## config.mk

```make
export PLATFORM = sky130hd
export DESIGN_NAME = mcis_core
export DESIGN_NICKNAME = d
export VERILOG_FILES = /design/src/hdl/mcis_pkg.sv /design/src/hdl/mcis_file_ram.sv /design/src/hdl/mcis_core.sv
export SDC_FILE = /design/constraint.sdc
export NUM_CORES = 2
export LEC_CHECK = 0
export BUFFER_PORTS_ARGS = -buffer_cell sky130_fd_sc_hd__buf_2
export CELL_PAD_IN_SITES_DETAIL_PLACEMENT = 1
export CELL_PAD_IN_SITES_GLOBAL_PLACEMENT = 2
export CORE_ASPECT_RATIO = 1.75
export CORE_MARGIN = 2
export CORE_UTILIZATION = 42
export CTS_BUF_LIST = sky130_fd_sc_hd__clkbuf_4 sky130_fd_sc_hd__clkbuf_8
export CTS_CLUSTER_SIZE = 40
export DETAILED_ROUTE_END_ITERATION = 12
export PLACE_DENSITY_LB_ADDON = 0.3
export SYNTH_ARGS = -nofsm -noshare
export SYNTH_HDL_FRONTEND = slang
export SYNTH_SLANG_ARGS = --single-unit
```

## constraint.sdc

```tcl
create_clock -name clk_sys_i -period 30.9 [get_ports clk_sys_i]
set_input_delay 0 -clock clk_sys_i [delete_from_list [all_inputs] [get_ports clk_sys_i]]
set_output_delay 0 -clock clk_sys_i [all_outputs]
set_load 0.05 [all_outputs]
```

## src/hdl/mcis_pkg.sv

```systemverilog
// Package: opcodes, flag layout, reset values and structs of the instruction subset core
package mcis_pkg;

  localparam int FILE_ADDR_W = 7;
  localparam int DATA_W      = 8;
  localparam int FILE_DEPTH  = 128;

  // Operand codes of the direction load
  localparam logic [2:0] DIR_SEL_A = 3'h5;
  localparam logic [2:0] DIR_SEL_B = 3'h6;
  localparam logic [2:0] DIR_SEL_C = 3'h7;

  // Destination select values
  localparam logic DEST_ACC  = 1'b0;
  localparam logic DEST_FILE = 1'b1;

  // Reset, sleep entry and watchdog values
  localparam logic [7:0] ACC_RST      = 8'h00;
  localparam logic [7:0] DIR_RST      = 8'hFF;
  localparam logic [7:0] WDT_CLR_VAL  = 8'h00;
  localparam logic [7:0] PRESC_CLR    = 8'h00;
  localparam logic       TO_N_RST     = 1'b1;
  localparam logic       PD_N_RST     = 1'b1;
  localparam logic       TO_N_SLEEP   = 1'b1;
  localparam logic       PD_N_SLEEP   = 1'b0;
  localparam logic       WDT_TIMEOUT_N = 1'b0;
  localparam logic [7:0] WDT_LAST     = 8'hFF;
  localparam logic [7:0] FILE_RST     = 8'h00;

  typedef enum logic [3:0] {
    MCIS_OP_NOP,
    MCIS_OP_ROTATE_RIGHT_VIA_CARRY,
    MCIS_OP_LITERAL_MINUS_ACC,
    MCIS_OP_SLEEP,
    MCIS_OP_FILE_MINUS_ACC,
    MCIS_OP_FILE_MINUS_ACC_BORROW,
    MCIS_OP_NIBBLE_EXCHANGE,
    MCIS_OP_LOAD_PORT_DIRECTION,
    MCIS_OP_XOR_LITERAL_ACC,
    MCIS_OP_XOR_ACC_FILE
  } mcis_op_t;

  typedef struct packed {
    logic                   valid;
    mcis_op_t               op;
    logic [FILE_ADDR_W-1:0] addr;
    logic                   dest;
    logic [DATA_W-1:0]      literal;
  } mcis_instr_t;

  typedef struct packed {
    logic carry;
    logic half_carry_flag;
    logic zero;
    logic timeout_flag_n;
    logic powerdown_flag_n;
  } mcis_flags_t;

  typedef struct packed {
    logic [DATA_W-1:0] port_a_direction;
    logic [DATA_W-1:0] port_b_direction;
    logic [DATA_W-1:0] port_c_direction;
  } mcis_dirs_t;

endpackage : mcis_pkg

```

## src/hdl/mcis_file_ram.sv

```systemverilog
// File register memory with registered read data
`timescale 1ns/10ps
module mcis_file_ram
  import mcis_pkg::*;
(
  input  wire logic                   clk_sys_i,  // Core clock
  input  wire logic                   rst_n_i,    // Reset, active low
  input  wire logic [FILE_ADDR_W-1:0] rd_addr_i,  // Read address
  output logic      [DATA_W-1:0]      rd_data_o,  // Registered read data
  input  wire logic                   wr_en_i,    // Write strobe
  input  wire logic [FILE_ADDR_W-1:0] wr_addr_i,  // Write address
  input  wire logic [DATA_W-1:0]      wr_data_i   // Write data
);

  logic [DATA_W-1:0] mem_q [FILE_DEPTH];

  // Cleared on reset: every file instruction reads before it writes, so
  // unknown words could never be brought to a known value
  always_ff @(posedge clk_sys_i or negedge rst_n_i) begin
    if (!rst_n_i) begin
      for (int i = 0; i < FILE_DEPTH; i++) begin
        mem_q[i] <= FILE_RST;
      end
      rd_data_o <= FILE_RST;
    end else begin
      if (wr_en_i) begin
        mem_q[wr_addr_i] <= wr_data_i;
      end
      rd_data_o <= mem_q[rd_addr_i];
    end
  end

endmodule : mcis_file_ram

```

## src/hdl/mcis_core.sv

```systemverilog
// Execution core for a rotate, subtract, sleep, swap, direction and xor instruction subset
// Operation
// - Rotate file right through carry
// - Destination bit picks accumulator or file
// - Literal minus accumulator into accumulator
// - Carry and half carry mean no borrow
// - Sleep clears watchdog, sets timeout, clears powerdown
// - Sleep halts the oscillator
// - File minus accumulator, routed, flags updated
// - Subtract with borrow, borrow is inverted carry
// - Nibble exchange, no flags changed
// - Accumulator loads port direction 5, 6, 7
// - Xor literal into accumulator, zero only
// - Xor file, routed, zero only
`timescale 1ns/10ps
module mcis_core
  import mcis_pkg::*;
(
  input  wire logic        clk_sys_i,    // Core clock, 20 MHz
  input  wire logic        arst_n_i,     // Asynchronous reset, active low
  input  wire mcis_instr_t instr_i,      // Instruction to execute
  output logic             instr_rdy_o,  // Core can take an instruction
  input  wire logic        wake_i,       // Wake request, from a pin
  input  wire logic        wdt_tick_i,   // Watchdog prescaler tick
  output logic [7:0]       acc_o,        // Accumulator
  output mcis_flags_t      flags_o,      // Status flags
  output mcis_dirs_t       dirs_o,       // Port direction registers
  output logic [7:0]       wdt_count_o,  // Watchdog counter
  output logic             osc_run_o,    // Oscillator enable, low in sleep
  output logic             done_o        // Instruction retired pulse
);
  import mcis_pkg::*;

  // ----------------------------------------------------------------
  // Reset and pin synchronisers
  // ----------------------------------------------------------------
  logic rst_meta_q;
  logic rst_n_q;
  logic wake_meta_q;
  logic wake_q;

  always_ff @(posedge clk_sys_i or negedge arst_n_i) begin
    if (!arst_n_i) begin
      rst_meta_q <= 1'b0;
      rst_n_q    <= 1'b0;
    end else begin
      rst_meta_q <= 1'b1;
      rst_n_q    <= rst_meta_q;
    end
  end

  always_ff @(posedge clk_sys_i or negedge rst_n_q) begin
    if (!rst_n_q) begin
      wake_meta_q <= 1'b0;
      wake_q      <= 1'b0;
    end else begin
      wake_meta_q <= wake_i;
      wake_q      <= wake_meta_q;
    end
  end

  // ----------------------------------------------------------------
  // Arithmetic helpers
  // ----------------------------------------------------------------
  // Returns {carry, half carry, difference}; carry high means no borrow
  function automatic logic [9:0] sub_flags(input logic [7:0] a, input logic [7:0] b,
                                           input logic borrow);
    logic [8:0] full;
    logic [4:0] low;
    full = {1'b0, a} - {1'b0, b} - {8'h00, borrow};
    low  = {1'b0, a[3:0]} - {1'b0, b[3:0]} - {4'h0, borrow};
    sub_flags = {~full[8], ~low[4], full[7:0]};
  endfunction : sub_flags

  function automatic logic is_zero(input logic [7:0] v);
    is_zero = (v == 8'h00);
  endfunction : is_zero

  // ----------------------------------------------------------------
  // State
  // ----------------------------------------------------------------
  typedef enum logic [1:0] {ST_IDLE, ST_EXEC, ST_SLEEP} mcis_state_t;

  typedef struct packed {
    mcis_state_t state;
    mcis_instr_t ins;
    logic [7:0]  acc;
    mcis_flags_t flags;
    mcis_dirs_t  dirs;
    logic [7:0]  wdt;
    logic [7:0]  presc;
    logic        done;
  } mcis_core_t;

  mcis_core_t s_q;
  mcis_core_t s_d;

  logic [7:0] file_rd;
  logic       file_we;
  logic [7:0] file_wd;
  logic [7:0] res;
  logic [9:0] sub_r;
  logic       wr_res;

  mcis_file_ram u_file_ram (
    .clk_sys_i (clk_sys_i),
    .rst_n_i   (rst_n_q),
    .rd_addr_i (instr_i.addr),
    .rd_data_o (file_rd),
    .wr_en_i   (file_we),
    .wr_addr_i (s_q.ins.addr),
    .wr_data_i (file_wd)
  );

  assign instr_rdy_o = (s_q.state == ST_IDLE);

  always_comb begin
    s_d      = s_q;
    s_d.done = 1'b0;
    res      = file_rd;
    sub_r    = 10'h000;
    wr_res   = 1'b0;
    file_we  = 1'b0;
    file_wd  = 8'h00;
    // Watchdog runs while awake; sleep keeps it cleared
    if (s_q.state != ST_SLEEP && wdt_tick_i) begin
      s_d.wdt = s_q.wdt + 8'h01;
      if (s_q.wdt == WDT_LAST) begin
        s_d.flags.timeout_flag_n = WDT_TIMEOUT_N;
      end
    end
    unique case (s_q.state)
      ST_IDLE: begin
        if (instr_i.valid) begin
          // Hold operands while the file read completes
          s_d.ins   = instr_i;
          s_d.state = ST_EXEC;
        end
      end
      ST_EXEC: begin
        s_d.state = ST_IDLE;
        s_d.done  = 1'b1;
        unique case (s_q.ins.op)
          MCIS_OP_ROTATE_RIGHT_VIA_CARRY: begin
            res            = {s_q.flags.carry, file_rd[7:1]};
            s_d.flags.carry = file_rd[0];
            wr_res         = 1'b1;
          end
          MCIS_OP_LITERAL_MINUS_ACC: begin
            sub_r   = sub_flags(s_q.ins.literal, s_q.acc, 1'b0);
            res     = sub_r[7:0];
            s_d.acc = res;
            s_d.flags.carry           = sub_r[9];
            s_d.flags.half_carry_flag = sub_r[8];
            s_d.flags.zero            = is_zero(res);
          end
          MCIS_OP_FILE_MINUS_ACC,
          MCIS_OP_FILE_MINUS_ACC_BORROW: begin
            // Borrow is the inverted carry
            sub_r = sub_flags(file_rd, s_q.acc,
                              (s_q.ins.op == MCIS_OP_FILE_MINUS_ACC_BORROW) &
                              ~s_q.flags.carry);
            res    = sub_r[7:0];
            wr_res = 1'b1;
            s_d.flags.carry           = sub_r[9];
            s_d.flags.half_carry_flag = sub_r[8];
            s_d.flags.zero            = is_zero(res);
          end
          MCIS_OP_NIBBLE_EXCHANGE: begin
            res    = {file_rd[3:0], file_rd[7:4]};
            wr_res = 1'b1;
          end
          MCIS_OP_LOAD_PORT_DIRECTION: begin
            // Other operand values are ignored
            if (s_q.ins.addr[2:0] == DIR_SEL_A && s_q.ins.addr[6:3] == 4'h0) begin
              s_d.dirs.port_a_direction = s_q.acc;
            end
            if (s_q.ins.addr[2:0] == DIR_SEL_B && s_q.ins.addr[6:3] == 4'h0) begin
              s_d.dirs.port_b_direction = s_q.acc;
            end
            if (s_q.ins.addr[2:0] == DIR_SEL_C && s_q.ins.addr[6:3] == 4'h0) begin
              s_d.dirs.port_c_direction = s_q.acc;
            end
          end
          MCIS_OP_XOR_LITERAL_ACC: begin
            res            = s_q.acc ^ s_q.ins.literal;
            s_d.acc        = res;
            s_d.flags.zero = is_zero(res);
          end
          MCIS_OP_XOR_ACC_FILE: begin
            res            = s_q.acc ^ file_rd;
            wr_res         = 1'b1;
            s_d.flags.zero = is_zero(res);
          end
          MCIS_OP_SLEEP: begin
            s_d.wdt   = WDT_CLR_VAL;
            s_d.presc = PRESC_CLR;
            s_d.flags.timeout_flag_n   = TO_N_SLEEP;
            s_d.flags.powerdown_flag_n = PD_N_SLEEP;
            s_d.state = ST_SLEEP;
          end
          default: begin
          end
        endcase
        if (wr_res) begin
          if (s_q.ins.dest == DEST_ACC) begin
            s_d.acc = res;
          end else begin
            file_we = 1'b1;
            file_wd = res;
          end
        end
      end
      ST_SLEEP: begin
        if (wake_q) begin
          s_d.state = ST_IDLE;
        end
      end
    endcase
  end

  always_ff @(posedge clk_sys_i or negedge rst_n_q) begin
    if (!rst_n_q) begin
      s_q.state <= ST_IDLE;
      s_q.ins   <= '0;
      s_q.acc   <= ACC_RST;
      s_q.flags <= '{carry: 1'b0, half_carry_flag: 1'b0, zero: 1'b0,
                     timeout_flag_n: TO_N_RST, powerdown_flag_n: PD_N_RST};
      s_q.dirs  <= '{DIR_RST, DIR_RST, DIR_RST};
      s_q.wdt   <= WDT_CLR_VAL;
      s_q.presc <= PRESC_CLR;
      s_q.done  <= 1'b0;
    end else begin
      s_q <= s_d;
    end
  end

  assign acc_o       = s_q.acc;
  assign flags_o     = s_q.flags;
  assign dirs_o      = s_q.dirs;
  assign wdt_count_o = s_q.wdt;
  assign osc_run_o   = (s_q.state != ST_SLEEP);
  assign done_o      = s_q.done;

  // ----------------------------------------------------------------
  // Checks
  // ----------------------------------------------------------------
  logic exec_c;
  assign exec_c = (s_q.state == ST_EXEC);
endmodule : mcis_core

```

==> results.yml <==
synthesis:
  yosysTopAreaCell: "dfrtp_1"
  synth-xor-area-share: 0.003384
  yosysWarnings: 0
  yosysTopAreaCellShare: 0.5211
  synth_top_family_by_area: "multiplexers"
  netlist_area_um2: 51770
  syn_area_per_cell_um2: 12.52
  synth_edf_count: 0
  synth-compound-area-share: 0.07541
  synth_fa_ha_area_frac: 0.007444
  synthTopCellsByCount: "dfrtp_1 (1078), mux2_2 (584), nand2_1 (427), o21ai_0 (300), nor2_1 (272)"
  ys_seq_area_frac: 0.5343
  syn_inst: 4135
  ys.flop_type: "dfrtp_1"
  syn_nets: 4189
  synthDistinctLibCells: 78
  async_flop_share: 1.000
  synth-simple-area-share: 0.07836
  synth_most_common_cell: "dfrtp_1"
  ys_ff_latch: 1104
  synth_mux_area_frac: 0.2511
  synth_area_leaders: "dfrtp_1 (52%), mux2_2 (13%), mux4_2 (11%)"
floorplanning:
  core_um2: 122500
  die_area_um2: 126200
  rows: 170
  initial_core_util: 0.4225
  ios: 73
  die_w_um: 269.4
  die_y_um: 468.4
clock_tree:
  clock-root-buffer: "clkbuf_8"
  clk_pin_slew_ns: 0.06
  clock_path_buffers: 3
  cts-buffers-inserted: 163
  htreeDepth: 4
  cts_resized: 0
  cts_tree: "done"
  cts_sinks: 1104
  clk_latency_ns: 0.88
grt:
  antenna_found_initial: 4
  grt_pass1_vias: 37680
  grt_pass1_wl_um: 240800
  grt_usage: 0.2540
  grt_max_degree: 111
  grt_overflow: 0
timing:
  post-route-period-util: 0.1907
  relSlewSlack: 0.05908
  fin_tns_setup_ns: 0
  finalSetupViolations: 0
  period_needed_ns: 5.893
  slew_viol_final: 0
  timing.hold.ws_ns: 0.1986
  rsz0062_at_grt: "false"
  fmax_mhz: 169.7
  skew_ns: 0.04266
  tightest_slew_ns: 1.411
  hold_viol: 0
hold_path:
  worst_hold_path_type: "primary input to register"
detailed_routing:
  drc_errors: 0
  avgViaCountPerCell: 5.728
  drt_pass1_iterations: 5
  dr_total_vias: 33740
  wl_um: 156600
  drt-initial-drc-count: 1813
  wl_per_cell_um: 26.58
  ant_nets: 0
worst_setup_path:
  crit_path_end_kind: "asynchronous set/reset pin"
  crit_end: "u_file_ram.mem_q[57]"
  critical_path.startpoint: "rst_n_q"
  crit_chain: "buf_4 > buf_4 > buf_4 > buf_4 > buf_4 > buf_4"
  timing.rr.start: "rst_n_q"
  regToRegSetupSlack_ns: 25.01
  critPathMaxFanout: 80
  worstSetupPathType: "register to asynchronous set/reset pin"
  crit_family: "buffers and inverters"
  path_depth: 6
  required_ns: 31.75
  r2r_end: "u_file_ram.mem_q[57]"
  crit_top_cell: "buf_4"
  timing.critical_path.buf_inv: 6
  rr_worst_depth: 6
  cp_data_arrival_time_ns: 6.74
  crit_path_top_delay_cell: "dfrtp_4"
  cpPeakStageDelay_ns: 0.98
  crit_path_start_kind: "register"
pwr:
  p_clk_frac: 0.268
  p_int_mw: 2.881
  pwr-share-comb: 0.338
  powerDensity_nw_per_um2: 83.53
  p_sw_mw: 1.912
  power_mw: 4.793
  pwr-share-seq: 0.394
  p_leak_nw: 26.30
  p_sw_frac: 0.3989
  ir_worst_vdd_mv: 0.1160
placed_design:
  gp_congestion: 0.8833
  dp_hpwl_um: 101900
  numPortBuffers: 72
run_status:
  status: "finished clean"
layout:
  multi_input_area_um2: 22020
  ff_latch_area_um2: 27670
  drive_gt1_frac: 0.3421
  nets: 4178
  fillCellCount: 12570
  synthToLayoutAreaGrowth_pct: 10.83
job:
  maxCapViolCount: 0
==> through the flow <==
step                      area (um2)  utilization  std cells  worst slack [ns]
after floorplan                51770            -       4135             13.02
after global placement         53270       0.4348       5540             24.79
after detailed placement       53270       0.4348       5540             24.71
after CTS                      57370       0.4682       5887             24.68
after global routing           57370       0.4683       5888             24.15
final                          57380       0.4683       5890             25.01
==> worst min-delay path by stage <==
stage / start / to / slack (ns) / cells after the start
floorplan: arst_n_i / rst_meta_q / -0.30 / 0
global placement: arst_n_i / rst_meta_q / -0.21 / 1
detailed placement: arst_n_i / rst_meta_q / -0.21 / 1
CTS: wdt_tick_i / wdt_count_o[0] / 0.08 / 5
global route: instr_i[11] / s_q[65] / 0.18 / 3
finish: instr_i[20] / s_q[76] / 0.20 / 4
==> registers in the layout (all words and copies together) (netlist names), 5 cells and up <==
name	flops
u_file_ram.rd_data_o	8
wdt_count_o	8
dirs_o	24
flags_o	5
s_q	22
u_file_ram.mem_q	1024
acc_o	8
==> layer usage <==
layer  GRT usage  vias up  part of all wire
met4      0.1565        6             0.068
li1            -    14770                 -
met3     0.04271      386             0.036
met2      0.4542      705              0.52
met5           0        -           0.00022
met1      0.2827    17870              0.38
==> cell type report <==
| type | instances | share of cell area |
|---|---|---|
| sequential | 1104 | 0.4822 |
| multi-input combinational | 2557 | 0.3839 |
| clock buffer | 268 | 0.05829 |
| tap | 1634 | 0.03563 |
| timing repair buffer | 252 | 0.03293 |
| clock inverter | 26 | 0.003882 |
| inverter | 46 | 0.003053 |
| antenna | 3 | 0.0001308 |
==> logic make-up after synthesis <==
| logic type | after synthesis |
|---|---|
| mux | 901 |
| other cells | 1 |
| compound gates | 678 |
| simple gates | 928 |
| buf+inv | 474 |
| flops | 1104 |
| xor+xnor | 20 |
| fa+ha+maj | 29 |
==> cell usage in the layout (no fill, tap or decap), drive strengths merged, types with 36 or more instances in the layout <==
master,synthesis,layout
dfrtp,1078,1078
mux2,619,619
nand2,428,428
o21ai,300,300
nor2,274,274
clkbuf,129,268
mux4,256,256
a21oi,218,218
buf,299,199
nor4,74,74
dlygate4sd3,0,53
inv,46,50
nand3,36,36
==> what timing repair did <==
item                                    CTS  global route
hold endpoints to repair                 34             0
buffers inserted                          0             0
hold buffers                             53             0
endpoints found under the setup margin    0             0
==> power by group through the flow <==
stage               clock, mW  sequential (mW)  combinational [mW]
floorplan                   0             1.85                1.19
global placement            0             1.90                1.59
detailed placement          0             1.91                1.62
CTS                      1.32             1.89                1.64
global route             1.38             1.92                1.75
finish                   1.28             1.89                1.62
==> worst min-delay path: cells and delay by family <==
kind | cells | cell delay, ns
buffers and inverters | 2 | 0.64
AO/OA/AOI/OAI | 1 | 0.15
multiplexers | 1 | 0.25
(Power assumes the default switching activity.)
